<file path="src/rtl/dtx_pkg.sv">
package dtx_pkg;

  // Register word indices, byte address is four times the index
  localparam logic [5:0] IDX_ROT   = 6'h02;
  localparam logic [5:0] IDX_PRE   = 6'h06;
  localparam logic [5:0] IDX_TAPS  = 6'h07;
  localparam logic [5:0] IDX_SFDTO = 6'h0F;
  localparam logic [5:0] IDX_SIG0  = 6'h10;
  localparam logic [5:0] IDX_SETUP = 6'h14;
  localparam logic [5:0] IDX_SRV   = 6'h15;
  localparam logic [5:0] IDX_LENH  = 6'h16;
  localparam logic [5:0] IDX_LENL  = 6'h17;
  localparam logic [5:0] IDX_STAT  = 6'h1F;

  // Field positions
  localparam int ROT_TX_BIT    = 5;
  localparam int ROT_RX_BIT    = 6;
  localparam int STAT_BUSY_BIT = 0;
  localparam int STAT_UNDR_BIT = 1;

  // Reset values
  localparam logic [7:0] RST_PRE  = 8'h80;
  localparam logic [7:0] RST_TAPS = 8'h48;
  localparam logic [7:0] RST_ZERO = 8'h00;

  // Coding constants
  localparam logic [6:0]  SCR_SEED   = 7'h6C;
  localparam logic [15:0] CRC_PRESET = 16'hFFFF;
  localparam logic [15:0] CRC_POLY   = 16'h1021;
  localparam logic [15:0] SFD_VALUE  = 16'hF3A0;
  localparam logic [10:0] BARKER     = 11'h712;
  localparam logic [3:0]  PSK_LAST   = 4'hA;
  localparam logic [3:0]  MBOK_LAST  = 4'h7;
  localparam logic [7:0]  BYTE_LAST  = 8'h07;
  localparam logic [7:0]  WORD_LAST  = 8'h0F;
  localparam logic [3:0]  DUMMY_SYMS = 4'h4;

  // Payload modulation codes
  localparam logic [1:0] MOD_DBPSK = 2'h0;
  localparam logic [1:0] MOD_DQPSK = 2'h1;
  localparam logic [1:0] MOD_BOK   = 2'h2;
  localparam logic [1:0] MOD_QOK   = 2'h3;

  typedef enum logic [1:0] {ST_IDLE, ST_START, ST_RUN} dtx_st_type;

  typedef enum logic [2:0] {
    PH_PRE, PH_SFD, PH_SIG, PH_SRV, PH_LEN, PH_CRC, PH_DATA, PH_DUMMY
  } dtx_ph_type;

  typedef struct packed {
    logic        cyc;
    logic        stb;
    logic        we;
    logic [7:0]  adr;
    logic [3:0]  sel;
    logic [31:0] dat;
  } dtx_wb_req_type;

  typedef struct packed {
    logic        ack;
    logic [31:0] dat;
  } dtx_wb_rsp_type;

  typedef struct packed {
    logic valid;
    logic data;
  } dtx_bit_type;

  typedef struct packed {
    logic i;
    logic q;
  } dtx_chip_type;

endpackage : dtx_pkg

</file>
<file path="src/rtl/dtx_header_modulator.sv">
`timescale 1ns/1ps
`default_nettype none

// Notes on behaviour
// (RL1) Preamble length in symbols equals the preamble-length register.
// (RL2) Preamble and header DBPSK, then payload switches to chosen modulation.
// (RL3) Payload modulation comes from setup register bits one and zero.
// (RL4) Signal field takes the signal register matching the chosen modulation.
// (RL5) Service field carries the service register value.
// (RL6) Length field carries the two length registers.
// (RL7) Payload bits sent unaltered in order, then dummy bits appended.
// (RL8) Controller drops transmit power enable at packet end.
// (RL9) Whole packet passes a 7-bit self-synchronizing scrambler with taps.
// (RL10) All tap bits zero passes data unscrambled.
// (RL11) Output is input XOR tapped sum; register shifts in output.
// (RL12) Scrambler is seeded with 6C before each packet.
// (RL13) Header and 1 Mbps data differentially encoded, same on I and Q.
// (RL14) 2 Mbps dibits, first bit D0, rotate 0, +90, +180, -90.
// (RL15) Rotation counterclockwise; control bits reverse transmit or receive.
// (RL16) Keying modes take 4-bit nibbles, one or two per symbol.
// (RL17) Dibit bits split to I and Q; low rates spread by Barker.
// (RL18) Nibble holds sign and magnitude; magnitude picks code, sign inverts.
// (RL19) Walsh codes are 03, 0C, 30, 3F, 56, 59, 65, 6A.
// (RL20) Walsh chips leave at chip rate, eight chips per symbol.
// (RL21) Last header encoder output is XORed onto every high-rate chip.
// (RL22) At 11 Mbps first code drives Q, second drives I.
// (RL23) Preamble bits are all ones before scrambling.
// (RL24) Header is SFD 16, signal 8, service 8, length 16, CRC 16.
// (RL25) CRC preset ones, x16+x12+x5+1, complemented, sent MSB first.
module dtx_header_modulator
  import dtx_pkg::*;
(
  // Clock and reset
  input  wire  logic           clk_i,
  input  wire  logic           rst_i,
  // Register bus
  input  wire  dtx_wb_req_type wb_req_i,
  output var   dtx_wb_rsp_type wb_rsp_o,
  // Controller
  input  wire  logic           transmit_power_enable_i,
  input  wire  dtx_bit_type    tx_bit_i,
  output logic                 tx_bit_ready_o,
  // Baseband chips
  output var   dtx_chip_type   chip_o,
  output logic                 tx_active_o
);

  typedef struct packed {
    dtx_st_type      st;
    dtx_ph_type      ph;
    logic [7:0]      cnt;
    logic [15:0]     crc;
    logic [6:0]      scr;
    logic [7:0]      fbits;
    logic [3:0]      fcnt;
    logic [3:0]      fk;
    logic            fdata;
    logic [3:0]      chip;
    logic            cur_mbok;
    logic            cur_i;
    logic            cur_q;
    logic [7:0]      code_i;
    logic [7:0]      code_q;
    logic [1:0]      quad;
    logic            phref;
    logic            out_en;
    logic            last;
    logic [3:0]      dcnt;
    logic            pe_s1;
    logic            pe_s2;
    logic            pe_d;
    logic            ready;
    logic            ci;
    logic            cq;
    logic            active;
    logic            ack;
    logic [7:0]      rdat;
    logic            underrun;
    logic [7:0]      pre_len;
    logic [7:0]      sfd_to;
    logic [3:0][7:0] sig;
    logic [7:0]      setup;
    logic [7:0]      srv;
    logic [7:0]      len_hi;
    logic [7:0]      len_lo;
    logic [7:0]      taps;
    logic [7:0]      rot;
  } dtx_state_type;

  dtx_state_type s_ff;
  dtx_state_type nxt_s;

  function automatic logic [7:0] walsh(input logic [2:0] nibble_magnitude);
    case (nibble_magnitude) // [RL19]
      3'h0:    walsh = 8'h03;
      3'h1:    walsh = 8'h0C;
      3'h2:    walsh = 8'h30;
      3'h3:    walsh = 8'h3F;
      3'h4:    walsh = 8'h56;
      3'h5:    walsh = 8'h59;
      3'h6:    walsh = 8'h65;
      default: walsh = 8'h6A;
    endcase
  endfunction : walsh

  function automatic logic [3:0] bits_per_sym(input logic [1:0] m);
    case (m) // [RL16]
      MOD_DBPSK: bits_per_sym = 4'h1;
      MOD_DQPSK: bits_per_sym = 4'h2;
      MOD_BOK:   bits_per_sym = 4'h4;
      default:   bits_per_sym = 4'h8;
    endcase
  endfunction : bits_per_sym

  function automatic logic [7:0] ph_last(input dtx_ph_type p,
                                         input logic [7:0] pl);
    case (p)
      PH_PRE:  ph_last = 8'(pl - 8'h01); // [RL1]
      PH_SIG:  ph_last = BYTE_LAST;
      PH_SRV:  ph_last = BYTE_LAST;
      default: ph_last = WORD_LAST;
    endcase
  endfunction : ph_last

  function automatic dtx_ph_type ph_next(input dtx_ph_type p);
    case (p) // [RL24]
      PH_PRE:  ph_next = PH_SFD;
      PH_SFD:  ph_next = PH_SIG;
      PH_SIG:  ph_next = PH_SRV;
      PH_SRV:  ph_next = PH_LEN;
      PH_LEN:  ph_next = PH_CRC;
      PH_CRC:  ph_next = PH_DATA;
      default: ph_next = p;
    endcase
  endfunction : ph_next

  logic        fetch;
  logic        raw;
  logic        sb;
  logic        fb;
  logic        wr;
  logic        bound;
  logic [5:0]  idx;
  logic [1:0]  mode;
  logic [1:0]  delta;
  logic [1:0]  q;
  logic [7:0]  nb;
  logic [15:0] len_v;

  always_comb begin
    nxt_s = s_ff;
    fetch = 1'b0;
    raw   = 1'b0;
    sb    = 1'b0;
    fb    = 1'b0;
    bound = 1'b0;
    mode  = MOD_DBPSK;
    delta = 2'h0;
    q     = 2'h0;
    nb    = 8'h00;
    idx   = wb_req_i.adr[7:2];
    len_v = {s_ff.len_hi, s_ff.len_lo};
    wr    = wb_req_i.cyc && wb_req_i.stb && wb_req_i.we && s_ff.ack &&
            wb_req_i.sel[0];

    // Power enable pin, two-stage synchroniser
    nxt_s.pe_s1 = transmit_power_enable_i;
    nxt_s.pe_s2 = s_ff.pe_s1;
    nxt_s.pe_d  = s_ff.pe_s2;

    // Bus slave, one wait state, unmapped reads zero
    nxt_s.ack = wb_req_i.cyc && wb_req_i.stb && !s_ff.ack;
    if (nxt_s.ack) begin
      nxt_s.rdat = 8'h00;
      if (idx[5:2] == IDX_SIG0[5:2]) begin
        nxt_s.rdat = s_ff.sig[idx[1:0]];
      end
      case (idx)
        IDX_ROT:   nxt_s.rdat = s_ff.rot;
        IDX_PRE:   nxt_s.rdat = s_ff.pre_len;
        IDX_TAPS:  nxt_s.rdat = s_ff.taps;
        IDX_SFDTO: nxt_s.rdat = s_ff.sfd_to;
        IDX_SETUP: nxt_s.rdat = s_ff.setup;
        IDX_SRV:   nxt_s.rdat = s_ff.srv;
        IDX_LENH:  nxt_s.rdat = s_ff.len_hi;
        IDX_LENL:  nxt_s.rdat = s_ff.len_lo;
        IDX_STAT: begin
          nxt_s.rdat[STAT_BUSY_BIT] = s_ff.active;
          nxt_s.rdat[STAT_UNDR_BIT] = s_ff.underrun;
        end
        default: ;
      endcase
    end
    if (wr) begin
      if (idx[5:2] == IDX_SIG0[5:2]) begin
        nxt_s.sig[idx[1:0]] = wb_req_i.dat[7:0];
      end
      case (idx)
        IDX_ROT:   nxt_s.rot = wb_req_i.dat[7:0];
        IDX_PRE:   nxt_s.pre_len = wb_req_i.dat[7:0];
        IDX_TAPS:  nxt_s.taps = wb_req_i.dat[7:0];
        IDX_SFDTO: nxt_s.sfd_to = wb_req_i.dat[7:0];
        IDX_SETUP: nxt_s.setup = wb_req_i.dat[7:0];
        IDX_SRV:   nxt_s.srv = wb_req_i.dat[7:0];
        IDX_LENH:  nxt_s.len_hi = wb_req_i.dat[7:0];
        IDX_LENL:  nxt_s.len_lo = wb_req_i.dat[7:0];
        IDX_STAT: begin
          if (wb_req_i.dat[STAT_UNDR_BIT]) begin
            nxt_s.underrun = 1'b0;
          end
        end
        default: ;
      endcase
    end

    // Bit source, one bit a cycle for the symbol after the current one
    fetch = (s_ff.st != ST_IDLE) && (s_ff.fcnt < s_ff.fk) && !s_ff.last;
    if (fetch) begin
      case (s_ff.ph)
        PH_PRE:  raw = 1'b1; // [RL23]
        PH_SFD:  raw = SFD_VALUE[s_ff.cnt[3:0]];
        PH_SIG:  raw = s_ff.sig[s_ff.setup[1:0]][s_ff.cnt[2:0]]; // [RL4]
        PH_SRV:  raw = s_ff.srv[s_ff.cnt[2:0]]; // [RL5]
        PH_LEN:  raw = len_v[s_ff.cnt[3:0]]; // [RL6]
        PH_CRC:  raw = ~s_ff.crc[4'hF - s_ff.cnt[3:0]]; // [RL25]
        PH_DATA: raw = s_ff.ready && tx_bit_i.valid && tx_bit_i.data; // [RL7]
        default: raw = 1'b0; // [RL7]
      endcase
      // Missing data is sent as zero rather than stalling the chip stream
      if (s_ff.ph == PH_DATA && !tx_bit_i.valid) begin
        nxt_s.underrun = 1'b1;
      end
      if (s_ff.ph == PH_SIG || s_ff.ph == PH_SRV || s_ff.ph == PH_LEN) begin
        fb = raw ^ s_ff.crc[15];
        nxt_s.crc = {s_ff.crc[14:0], 1'b0} ^ (fb ? CRC_POLY : 16'h0000); // [RL25]
      end
      sb = raw ^ (^(s_ff.scr & s_ff.taps[6:0])); // [RL9] [RL10] [RL11]
      nxt_s.scr = {s_ff.scr[5:0], sb}; // [RL11]
      nxt_s.fbits[s_ff.fcnt[2:0]] = sb;
      nxt_s.fcnt = 4'(s_ff.fcnt + 4'h1);
      if (s_ff.ph != PH_DATA && s_ff.ph != PH_DUMMY) begin
        if (s_ff.cnt == ph_last(s_ff.ph, s_ff.pre_len)) begin
          nxt_s.cnt = 8'h00;
          nxt_s.ph  = ph_next(s_ff.ph);
        end else begin
          nxt_s.cnt = 8'(s_ff.cnt + 8'h01);
        end
      end
    end

    // Chip outputs of the symbol in flight
    nxt_s.ci = 1'b0;
    nxt_s.cq = 1'b0;
    if (s_ff.st == ST_RUN && s_ff.out_en) begin
      if (s_ff.cur_mbok) begin
        nxt_s.ci = s_ff.code_i[s_ff.chip[2:0]]; // [RL20]
        nxt_s.cq = s_ff.code_q[s_ff.chip[2:0]]; // [RL20]
      end else begin
        nxt_s.ci = s_ff.cur_i ^ BARKER[s_ff.chip]; // [RL17]
        nxt_s.cq = s_ff.cur_q ^ BARKER[s_ff.chip]; // [RL17]
      end
    end

    case (s_ff.st)
      ST_IDLE: begin
        if (s_ff.pe_s2 && !s_ff.pe_d) begin
          nxt_s.st       = ST_START;
          nxt_s.scr      = SCR_SEED; // [RL12]
          nxt_s.crc      = CRC_PRESET; // [RL25]
          nxt_s.ph       = (s_ff.pre_len == 8'h00) ? PH_SFD : PH_PRE;
          nxt_s.cnt      = 8'h00;
          nxt_s.fcnt     = 4'h0;
          nxt_s.fk       = 4'h1;
          nxt_s.fdata    = 1'b0;
          nxt_s.quad     = 2'h0;
          nxt_s.last     = 1'b0;
          nxt_s.dcnt     = 4'h0;
          nxt_s.out_en   = 1'b0;
          nxt_s.cur_mbok = 1'b0;
        end
      end
      ST_START: begin
        nxt_s.st   = ST_RUN;
        nxt_s.chip = PSK_LAST;
      end
      ST_RUN: begin
        bound = s_ff.chip == (s_ff.cur_mbok ? MBOK_LAST : PSK_LAST);
        if (!bound) begin
          nxt_s.chip = 4'(s_ff.chip + 4'h1);
        end else if (s_ff.last) begin
          nxt_s.st     = ST_IDLE;
          nxt_s.out_en = 1'b0;
        end else begin
          nb   = nxt_s.fbits;
          mode = s_ff.fdata ? s_ff.setup[1:0] : MOD_DBPSK; // [RL2] [RL3]
          nxt_s.chip   = 4'h0;
          nxt_s.out_en = 1'b1;
          case (mode)
            MOD_DBPSK, MOD_DQPSK: begin
              if (mode == MOD_DBPSK) begin
                delta = nb[0] ? 2'h2 : 2'h0; // [RL13]
              end else begin
                case ({nb[0], nb[1]}) // [RL14]
                  2'b00:   delta = 2'h0;
                  2'b01:   delta = 2'h1;
                  2'b11:   delta = 2'h2;
                  default: delta = 2'h3;
                endcase
              end
              if (s_ff.rot[ROT_TX_BIT]) begin
                delta = 2'(2'h0 - delta); // [RL15]
              end
              q = 2'(s_ff.quad + delta);
              nxt_s.quad     = q;
              nxt_s.cur_mbok = 1'b0;
              nxt_s.cur_i    = q[1]; // [RL17]
              nxt_s.cur_q    = q[1] ^ q[0]; // [RL13] [RL17]
              if (!s_ff.fdata) begin
                nxt_s.phref = q[1]; // [RL21]
              end
            end
            MOD_BOK: begin
              nxt_s.cur_mbok = 1'b1;
              nxt_s.code_i   = walsh(nb[3:1]) ^ {8{nb[0] ^ s_ff.phref}}; // [RL18] [RL21]
              nxt_s.code_q   = nxt_s.code_i; // [RL18]
            end
            default: begin
              nxt_s.cur_mbok = 1'b1;
              nxt_s.code_q   = walsh(nb[3:1]) ^ {8{nb[0] ^ s_ff.phref}}; // [RL22] [RL21]
              nxt_s.code_i   = walsh(nb[7:5]) ^ {8{nb[4] ^ s_ff.phref}}; // [RL22] [RL21]
            end
          endcase
          // Decide the source of the next symbol
          if (!s_ff.pe_s2) begin
            if (nxt_s.ph == PH_DATA) begin
              nxt_s.ph = PH_DUMMY; // [RL7] [RL8]
            end else if (nxt_s.ph != PH_DUMMY) begin
              nxt_s.st     = ST_IDLE;
              nxt_s.out_en = 1'b0;
            end
          end
          if (nxt_s.ph == PH_DUMMY) begin
            if (s_ff.dcnt == DUMMY_SYMS) begin
              nxt_s.last = 1'b1;
            end else begin
              nxt_s.dcnt = 4'(s_ff.dcnt + 4'h1);
            end
          end
          nxt_s.fcnt  = 4'h0;
          nxt_s.fdata = (nxt_s.ph == PH_DATA) || (nxt_s.ph == PH_DUMMY);
          nxt_s.fk    = nxt_s.fdata ? bits_per_sym(s_ff.setup[1:0]) : 4'h1;
        end
      end
      default: nxt_s.st = ST_IDLE;
    endcase

    nxt_s.ready  = (nxt_s.st != ST_IDLE) && (nxt_s.fcnt < nxt_s.fk) &&
                   !nxt_s.last && (nxt_s.ph == PH_DATA);
    nxt_s.active = nxt_s.st != ST_IDLE;
  end

  always_ff @(posedge clk_i) begin
    if (rst_i) begin
      s_ff         <= '0;
      s_ff.st      <= ST_IDLE;
      s_ff.ph      <= PH_PRE;
      s_ff.pre_len <= RST_PRE;
      s_ff.taps    <= RST_TAPS;
      s_ff.sfd_to  <= RST_ZERO;
      s_ff.setup   <= RST_ZERO;
      s_ff.srv     <= RST_ZERO;
      s_ff.rot     <= RST_ZERO;
      s_ff.scr     <= SCR_SEED;
      s_ff.crc     <= CRC_PRESET;
    end else begin
      s_ff <= nxt_s;
    end
  end

  assign wb_rsp_o.ack = s_ff.ack;
  assign wb_rsp_o.dat = {24'h00_0000, s_ff.rdat};
  assign tx_bit_ready_o = s_ff.ready;
  assign chip_o.i = s_ff.ci;
  assign chip_o.q = s_ff.cq;
  assign tx_active_o = s_ff.active;

endmodule : dtx_header_modulator

`default_nettype wire

</file>
<file path="config.mk">
export PLATFORM = sky130hd
export DESIGN_NAME = dtx_header_modulator
export DESIGN_NICKNAME = d
export VERILOG_FILES = /design/src/rtl/dtx_pkg.sv /design/src/rtl/dtx_header_modulator.sv
export SDC_FILE = /design/constraint.sdc
export NUM_CORES = 1
export LEC_CHECK = 0
export BUFFER_PORTS_ARGS = -buffer_cell sky130_fd_sc_hd__buf_4
export CORE_ASPECT_RATIO = 0.8
export CORE_MARGIN = 5
export CORE_UTILIZATION = 30
export CTS_CLUSTER_DIAMETER = 30
export DETAILED_ROUTE_END_ITERATION = 8
export GPL_TIMING_DRIVEN = 0
export PLACE_DENSITY = 0.56
export RECOVER_POWER = 50
export SETUP_SLACK_MARGIN = 0.2
export SYNTH_ARGS = -nofsm -noshare
export SYNTH_HDL_FRONTEND = slang
export SYNTH_SLANG_ARGS = --single-unit
</file>
<file path="constraint.sdc">
create_clock -name clk_i -period 8.8 [get_ports clk_i]
set_input_delay 0.44 -clock clk_i [delete_from_list [all_inputs] [get_ports clk_i]]
set_output_delay 0.44 -clock clk_i [all_outputs]
set_load 0.1 [all_outputs]
</file>
==> out/metrics.yaml, run 1 <==
clock_network:
  clk_latency_ns: 0.46
  htreeDepth: 4
  holdBufCountCts: 0
  clockRootBuffer: "clkbuf_16"
  numClockSinks: 200
  cts_made_buffers: 17
  cts_tree: "yes"
  cts_buffer_depth: 2
  post-cts-setup-buffers: 0
  path_clk_slew_ns: 0.08
  cts_resized: 0
pwr:
  p_total_w: 0.001960
  ir_drop_uv: 136.1
  powerDensity_mw_per_mm2: 158.0
  power_leakage_nw: 4.683
worst_setup_path:
  r2r_cells: 17
  critPathKind: "reg -> reg"
  worst_setup_path_end_kind: "flop"
  critPathMaxFanout: 10
  crit_required_ns: 9.18
  slowest_stage: "a21boi_0"
  crit_chain: "buf_1, mux4_2, mux2i_1, o22ai_1, or3_4, nor3_4, nor2_1, a21boi_0, inv_1, ha_1, inv_1, nor2_1, ha_1, xor2_1, xnor2_1, nand4_1, a21oi_1"
  worstPathArrival_ns: 5.55
  slowest_delay_ns: 0.57
  cp-start-kind: "flop"
logic_synthesis:
  yosysSeqAreaShare_pct: 36.62
  yosysUniqueCellTypes: 81
  yosys_register_bits: 200
  syn_inst: 1285
  synth_warnings: 0
  async_reset_ff_share_pct: 0
  synth.cell_area_mm2: 0.01093
  synth_edf_count: 0
  synth_ff_type: "dfxtp_1"
  synth.avg_cell_area_um2: 8.508
sta:
  max_slew_margin_pct: 17.61
  setup_ws_ns: 3.628
  tns_ns: 0
  hold_viol_final: 0
  finalSetupViolations: 0
  drv_slew: 0
  tightest_slew_ns: 1.241
  rsz0062_at_grt: "false"
  finClkSkew_ns: 0.02068
  clock.fmax_mhz: 193.4
  fin_crit_sh_pct: 58.77
  min_period_ns: 5.172
finish:
  final_cell_mix: "dfxtp_1, nand2_1, nor2_1"
  drive_gt1_share_pct: 10.70
  fin_nets: 1432
  syn_to_final_growth_pct: 13.47
  final_common_cell: "dfxtp_1"
  n_antenna_cell: 0
detailed_routing:
  route.detailed.drc: 0
  wl_per_cell_um: 18.78
  finalWirelength_mm: 34.82
  dr.pass1.iters: 5
  drtIter0Drc: 936
  via_per_inst: 5.322
  vias: 9867
  ant_nets: 0
outcome:
  status: "completed"
global_route:
  grt_use_total_pct: 16.77
  grt_pass1_wl_mm: 53.72
  antenna_found_initial: 1
  first_global_vias: 9338
  met1_usage_pct: 24.88
  grt_use_met3_pct: 4.284
  grt_max_degree: 19
  busiest_layer: "met1"
  overflow: 0
  met2_usage_pct: 23.82
floorplan:
  fp-row-count: 62
  io_pins: 89
  die_h_um: 180.7
  fp.dieW_um: 223.4
  core_mm2: 0.03592
  start_util_pct: 30.44
  die_area_mm2: 0.04038
run:
  maxCapViolCount: 0
placed_design:
  dp.final_hpwl_mm: 25.80
  globalplace.congestion: 0.9488
  port_buffers: 33
  place_ws_ns: 3.622
worst_hold_path:
  hp-class: "in -> reg"
  holdPathStages: 2
logic make-up (layout without fill, tap and decap cells):
group	count (synthesis)	in the layout	synth area share, %
AO/OA/AOI/OAI	246	246	14.95
buffers and inverters	141	207	6.409
flip-flops	200	200	36.62
XOR/XNOR	50	50	4.395
other	1	24	0.03430
adder cells (fa/ha/maj)	19	19	2.174
AND/OR/NAND/NOR	518	518	21.79
multiplexers	110	110	13.63
power by group:
| group | internal (W) | total [W] | switching, W |
|---|---|---|---|
| Combinational | 0.0000545 | 0.000225 | 0.000171 |
| Clock | 0.000417 | 0.000814 | 0.000397 |
| Sequential | 0.000913 | 0.000921 | 0.00000828 |
| Total | 0.00138 | 0.00196 | 0.000576 |
layer usage:
layer,up-vias,routed length (um),part of all wire (%)
li1,4667,-,-
met1,4781,16970,49
met2,355,14400,41
met3,64,2672,7.7
met4,0,779,2.2
met5,-,0,0
critical path: cells and delay by family, from the launching register on:
family | cells | cell delay (ns)
adders and majority gates | 2 | 0.50
DFF | 1 | 0.55
AOI/OAI and AO/OA | 3 | 0.88
muxes | 2 | 0.64
buffers and inverters | 3 | 0.72
xor gates and xnor gates | 2 | 0.50
and+or+nand+nor | 5 | 1.29
Yosys cell counts (4+ instances only):
cell      count  share of area, %
a311oi_1      7              0.56
a21o_1        6              0.41
a22oi_1      22               1.5
o31ai_1       4              0.27
a21boi_0      4              0.27
nor2b_1      11              0.63
clkbuf_1     71               2.4
mux4_1        8               1.9
o211ai_1      5              0.34
mux2i_1      75               6.9
o21ai_0      31               1.4
nor4_1        7              0.40
a21oi_1      96               4.4
o22ai_1       8              0.46
and3_1        6              0.34
ha_1         19               2.2
a211o_1       5              0.40
or3_1         7              0.40
nor2_1      147               5.0
xor2_1        7              0.56
xnor2_1      39               3.1
mux2_2        7              0.72
buf_1         5              0.17
nand4_1       5              0.29
nand3b_1      9              0.62
buf_4        36               2.5
mux4_2       20               4.1
buf_2         4              0.18
a211oi_1      9              0.62
nand2_1     170               5.8
a31oi_1       7              0.40
nand3_1      95               4.3
nor3_1       21              0.96
nand2b_1     12              0.69
inv_1        21              0.72
or2_2         8              0.46
a221oi_1      5              0.40
dfxtp_1     200                37
per-stage QoR:
step / util [%] / hold slack [ns] / cells / instance area [um^2]
after floorplan: - / 0.4138 / 1308 / 11020
after global placement: 33.04 / 0.4424 / 1821 / 11870
after detailed placement: 33.04 / 0.4454 / 1821 / 11870
after CTS: 34.68 / 0.1761 / 1853 / 12460
after global routing: 34.54 / 0.2013 / 1854 / 12410
final: 34.54 / 0.1909 / 1854 / 12410
final cells by class:
class | instances | area (um^2)
repair buffers | 34 | 196.4
clock buffers | 20 | 456.7
fillers | 3731 | 23510
clock inverters | 12 | 132.6
plain buffers | 119 | 618.1
multi-input cells | 967 | 6315
well taps | 480 | 600.6
flip-flops and latches | 200 | 4004
inverters | 22 | 82.58
final timing paths:
kind	from	endpoint	slack [ns]
worst max-delay path	s_ff[186]	s_ff[121]	3.63
worst min-delay path	transmit_power_enable_i	nxt_s[111]	0.19
worst max register to register	s_ff[186]	s_ff[121]	3.63
worst min register to register	s_ff[123]	s_ff[123]	0.46
Note: power is estimated with default switching activity, not from simulation.
==> run 2: changes to the inputs <==
==> constraint.sdc (replaced) <==
create_clock -name clk_i -period 5.3 [get_ports clk_i]
set_input_delay 0.265 -clock clk_i [delete_from_list [all_inputs] [get_ports clk_i]]
set_output_delay 0.265 -clock clk_i [all_outputs]
set_load 0.1 [all_outputs]
==> run 2 against run 1 <==
  * Sequential share of layout area about the same
  * Fmax rose by 9.4%
  * Count of clock-buffer cells in the layout did not move
==> out/metrics.yaml, run 2 (synthesized netlist as in run 1, its figures left out) <==
outcome:
  status: "completed"
finish:
  syn_to_final_growth_pct: 13.61
  final_common_cell: "dfxtp_1"
  n_antenna_cell: 0
  final_cell_mix: "dfxtp_1, nand2_1, nor2_1"
  fin_nets: 1432
  fin_cells: 1854
  drive_gt1_share_pct: 10.99
  final_area_mm2: 0.01242
floorplan:
  core_mm2: 0.03592
  fp-row-count: 62
  die_area_mm2: 0.04038
  die_h_um: 180.7
  start_util_pct: 30.44
  io_pins: 89
  fp.dieW_um: 223.4
global_route:
  grt_max_degree: 19
  first_global_vias: 9338
  grt_pass1_wl_mm: 53.72
  overflow: 0
  antenna_found_initial: 1
  grt_use_total_pct: 16.77
pwr:
  p_total_w: 0.003255
  switching_power_w: 0.0009566
  power.share.switching_pct: 29.39
  powerDensity_mw_per_mm2: 262.0
  p_int_w: 0.002298
  comb_power_share_pct: 11.5
  p_clk_share_pct: 41.5
  ir_drop_uv: 223.7
  power_leakage_nw: 4.689
  power_frac_seq_pct: 47.0
placed_design:
  dp.final_hpwl_mm: 25.80
  dp_cells: 1821
  port_buffers: 33
  globalplace.congestion: 0.9488
  dpl_cell_area_mm2: 0.01187
detailed_routing:
  route.detailed.drc: 0
  highest_layer: "met4"
  finalWirelength_mm: 34.78
  vias: 9855
  wl_met1_mm: 16.77
  drtIter0Drc: 973
  ant_nets: 0
  wl_per_cell_um: 18.76
  dr.pass1.iters: 5
  dr_wl_met3_mm: 2.937
  route.met2.wl_mm: 14.20
  via_per_inst: 5.316
sta:
  drv_slew: 0
  max_slew_margin_pct: 17.61
  finalSetupViolations: 0
  rsz0062_at_grt: "false"
  holdWs_ns: 0.01734
  finClkSkew_ns: 0.02050
  tns_ns: 0
  tightest_slew_ns: 1.241
  clock.fmax_mhz: 211.5
  hold_viol_final: 0
  min_period_ns: 4.728
  fin_crit_sh_pct: 89.20
worst_setup_path:
  worstPathArrival_ns: 5.11
  critPathKind: "reg -> reg"
  critPathMaxFanout: 8
  worst_setup_path_end_kind: "flop"
  cp-start-kind: "flop"
  crit_required_ns: 5.68
clock_network:
  htreeDepth: 4
  cts_made_buffers: 17
  path_clk_slew_ns: 0.08
  holdBufCountCts: 0
  numClockSinks: 200
  cts_buffer_depth: 2
  clk_latency_ns: 0.46
  cts_tree: "yes"
  clockRootBuffer: "clkbuf_16"
run:
  maxCapViolCount: 0
worst_hold_path:
  hp-class: "in -> reg"
## run 2: changes by cell type in the layout (fill, tap and decap cells not counted), sizes merged
cell / before / now
clkbuf: 110 / 111
buf: 63 / 62
## run 2: metrics by stage
step | setup slack [ns] | util, %
after detailed placement | 0.1221 | 33.04
final | 0.5723 | 34.58
after CTS | 0.3076 | 34.68
after global placement | 0.1486 | 33.04
after floorplan | 1.330 | -
after global routing | 0.3029 | 34.58
## run 2: timing repair
| action | in CTS | in global routing |
|---|---|---|
| resized for setup | 1 | 4 |
| setup buffers | 0 | 0 |
| endpoints found under the setup margin | 4 | 5 |
## run 2: final timing paths
kind | slack (ns) | end | cells past startpoint | startpoint
max | 0.57 | tx_bit_ready_o | 15 | s_ff[151]
min | 0.02 | nxt_s[111] | 2 | transmit_power_enable_i
max reg2reg | 0.57 | tx_bit_ready_o | 15 | s_ff[151]
min reg2reg | 0.46 | s_ff[7] | 2 | s_ff[7]
## run 2: area by class of cell
| type | count | area [um^2] |
|---|---|---|
| Tap cell | 480 | 600.6 |
| Fill cell | 3732 | 23500 |
| Buffer | 119 | 619.3 |
| Clock buffer | 20 | 456.7 |
| Inverter | 22 | 82.58 |
| Sequential cell | 200 | 4004 |
| Timing Repair Buffer | 34 | 196.4 |
| Clock inverter | 12 | 132.6 |
| Multi-Input combinational cell | 967 | 6329 |
## run 2: power by group through the flow
| stage | combinational, W | sequential [W] | clock [W] |
|---|---|---|---|
| after detailed placement | 0.000372 | 0.00156 | 0 |
| after floorplan | 0.000272 | 0.00156 | 0 |
| after global placement | 0.000372 | 0.00156 | 0 |
| final | 0.000375 | 0.00153 | 0.00135 |
| after CTS | 0.000374 | 0.00153 | 0.00138 |
| after global routing | 0.000397 | 0.00153 | 0.00144 |
## run 2: worst max-delay path, stage by stage, from the launching register on
cell and delay (ns):
dfxtp_1 0.48, ha_1 0.29, a21o_1 0.16, a21oi_1 0.32, o21a_1 0.15, clkbuf_1 0.36
nand2_1 0.13, nor3_1 0.45, o21ai_0 0.33, nor2_1 0.43, a22oi_1 0.19, ha_1 0.36
a21o_1 0.17, a2111oi_0 0.43, and3b_1 0.21, o2111a_1 0.19
## run 2: layer usage
layer  vias up  global-route usage (%)
met2       386                   23.82
met5         -                       0
met4         0                   5.022
met1      4727                   24.88
li1       4671                       -
met3        71                   4.284
==> run 3: changes to the inputs <==
--- a/config.mk
+++ b/config.mk
@@ -7,7 +7,6 @@
 export LEC_CHECK = 0
 export BUFFER_PORTS_ARGS = -buffer_cell sky130_fd_sc_hd__buf_4
 export CORE_ASPECT_RATIO = 0.8
-export CORE_MARGIN = 5
 export CORE_UTILIZATION = 30
 export CTS_CLUSTER_DIAMETER = 30
 export DETAILED_ROUTE_END_ITERATION = 8
==> run 3 against run 2 <==
  * Critical path depth did not move
  * Final area up 0.14%
  * First-iteration DRC count decreased by 6.3%
  * Core utilization barely moved
==> out/metrics.yaml, run 3 (synthesized netlist as in run 1, its figures left out) <==
outcome:
  status: "completed"
clock_network:
  post-cts-setup-buffers: 0
  numClockSinks: 200
  path_clk_slew_ns: 0.08
  cts_tree: "yes"
  cts_resized: 1
  clk_latency_ns: 0.45
  cts_made_buffers: 17
  htreeDepth: 4
  cts_buffer_depth: 2
  holdBufCountCts: 0
  clockRootBuffer: "clkbuf_16"
sta:
  finClkSkew_ns: 0.01978
  rsz0062_at_grt: "false"
  tightest_slew_ns: 1.286
  hold_viol_final: 0
  holdWs_ns: 0.02516
  tns_ns: 0
  drv_slew: 0
  max_slew_margin_pct: 13.47
  min_period_ns: 4.660
  clock.fmax_mhz: 214.6
  fin_crit_sh_pct: 87.92
  finalSetupViolations: 0
worst_setup_path:
  crit_required_ns: 5.68
  worst_setup_path_end_kind: "flop"
  slowest_delay_ns: 0.49
  critPathMaxFanout: 8
  startpoint: "s_ff[151]"
  slowest_stage: "dfxtp_1"
  crit_chain: "ha_1, a21o_1, a21oi_1, o21a_1, clkbuf_1, nand2_1, nor3_1, o21ai_0, nor2_1, a22oi_1, ha_1, a21o_1, a2111oi_0, and3b_1, o2111a_1"
  critPathKind: "reg -> reg"
  r2r_start: "s_ff[151]"
  cp-start-kind: "flop"
  crit_family: "compound AO/OA/AOI/OAI gates"
  worstPathArrival_ns: 5.04
  cp.buffers_inverters: 1
pwr:
  powerDensity_mw_per_mm2: 265.5
  power_leakage_nw: 4.697
  ir_drop_uv: 209.0
detailed_routing:
  ant_nets: 0
  drtIter0Drc: 912
  via_per_inst: 5.273
  finalWirelength_mm: 34.57
  wl_per_cell_um: 18.66
  route.detailed.drc: 0
  dr.pass1.iters: 5
  vias: 9765
run:
  maxCapViolCount: 0
placed_design:
  port_buffers: 33
  dpl_cell_area_mm2: 0.01187
  globalplace.congestion: 0.9343
  dp.final_hpwl_mm: 25.81
global_route:
  grt_pass1_wl_mm: 53.65
  grt_use_total_pct: 18.56
  first_global_vias: 8970
  grt_max_degree: 19
  antenna_found_initial: 1
  overflow: 0
floorplan:
  die_area_mm2: 0.03722
  core_mm2: 0.03592
  fp.dieW_um: 215.4
  start_util_pct: 30.44
  fp-row-count: 62
  die_h_um: 172.7
  io_pins: 89
finish:
  n_antenna_cell: 0
  drive_gt1_share_pct: 11.01
  syn_to_final_growth_pct: 13.77
  fin_nets: 1431
  final_area_mm2: 0.01244
  final_util_pct: 34.63
  num-fill-cells: 3763
  final_cell_mix: "dfxtp_1, nand2_1, nor2_1"
  final_common_cell: "dfxtp_1"
worst_hold_path:
  hold_start: "transmit_power_enable_i"
  hp-class: "in -> reg"
-- run 3: changes by cell type in the layout (fill, tap and decap cells not counted) --
cell       delta
clkbuf_1      -2
clkinv_4      -1
clkinv_2      -1
bufinv_16     +1
inv_6         +1
-- run 3: power breakdown --
part | leakage [nW] | switching, W | total (W) | internal [W]
Sequential | 1.61 | 0.0000142 | 0.00153 | 0.00152
Clock | 0.299 | 0.000660 | 0.00140 | 0.000739
Combinational | 2.78 | 0.000282 | 0.000373 | 0.0000907
Total | 4.70 | 0.000957 | 0.00330 | 0.00235
-- run 3: per-layer routing --
metal,share of wire (%),vias to the layer above,track usage [%],wire length (um)
li1,-,4664,-,-
met1,50,4710,28.68,17270
met2,41,358,26.08,14200
met3,7.5,31,3.624,2605
met4,1.4,2,4.226,480
met5,0.035,-,0,12
-- run 3: layout make-up --
type / instances / area [um^2] / area share (%)
plain buffers: 119 / 620.6 / 4.989
clock buffers: 19 / 452.9 / 3.641
clock inverters: 12 / 157.7 / 1.267
inverters: 22 / 82.58 / 0.6639
multi-input cells: 967 / 6329 / 50.88
flip-flops and latches: 200 / 4004 / 32.19
well taps: 480 / 600.6 / 4.828
repair buffers: 33 / 191.4 / 1.539
-- run 3: worst paths after layout --
| check | to | depth (start not counted) | slack (ns) |
|---|---|---|---|
| worst max-delay path | tx_bit_ready_o | 15 | 0.64 |
| worst min-delay path | nxt_s[111] | 2 | 0.03 |
| worst max register to register | tx_bit_ready_o | 15 | 0.64 |
| worst min register to register | s_ff[43] | 2 | 0.46 |
-- run 3: metrics by stage --
stage	setup slack, ns	total power, W	std cells
floorplan	1.330	0.001837	1308
CTS	0.3017	0.003321	1852
detailed placement	0.1087	0.001937	1821
global placement	0.08849	0.001936	1821
finish	0.6401	0.003302	1852
global route	0.2783	0.003407	1852
-- run 3: worst reg2reg max path: stages, from the launching register on --
cell and delay, ns:
dfxtp_1 0.49, ha_1 0.29, a21o_1 0.15, a21oi_1 0.35, o21a_1 0.16, clkbuf_1 0.36
nand2_1 0.13, nor3_1 0.41, o21ai_0 0.31, nor2_1 0.41, a22oi_1 0.19, ha_1 0.34
a21o_1 0.16, a2111oi_0 0.46, and3b_1 0.22, o2111a_1 0.17
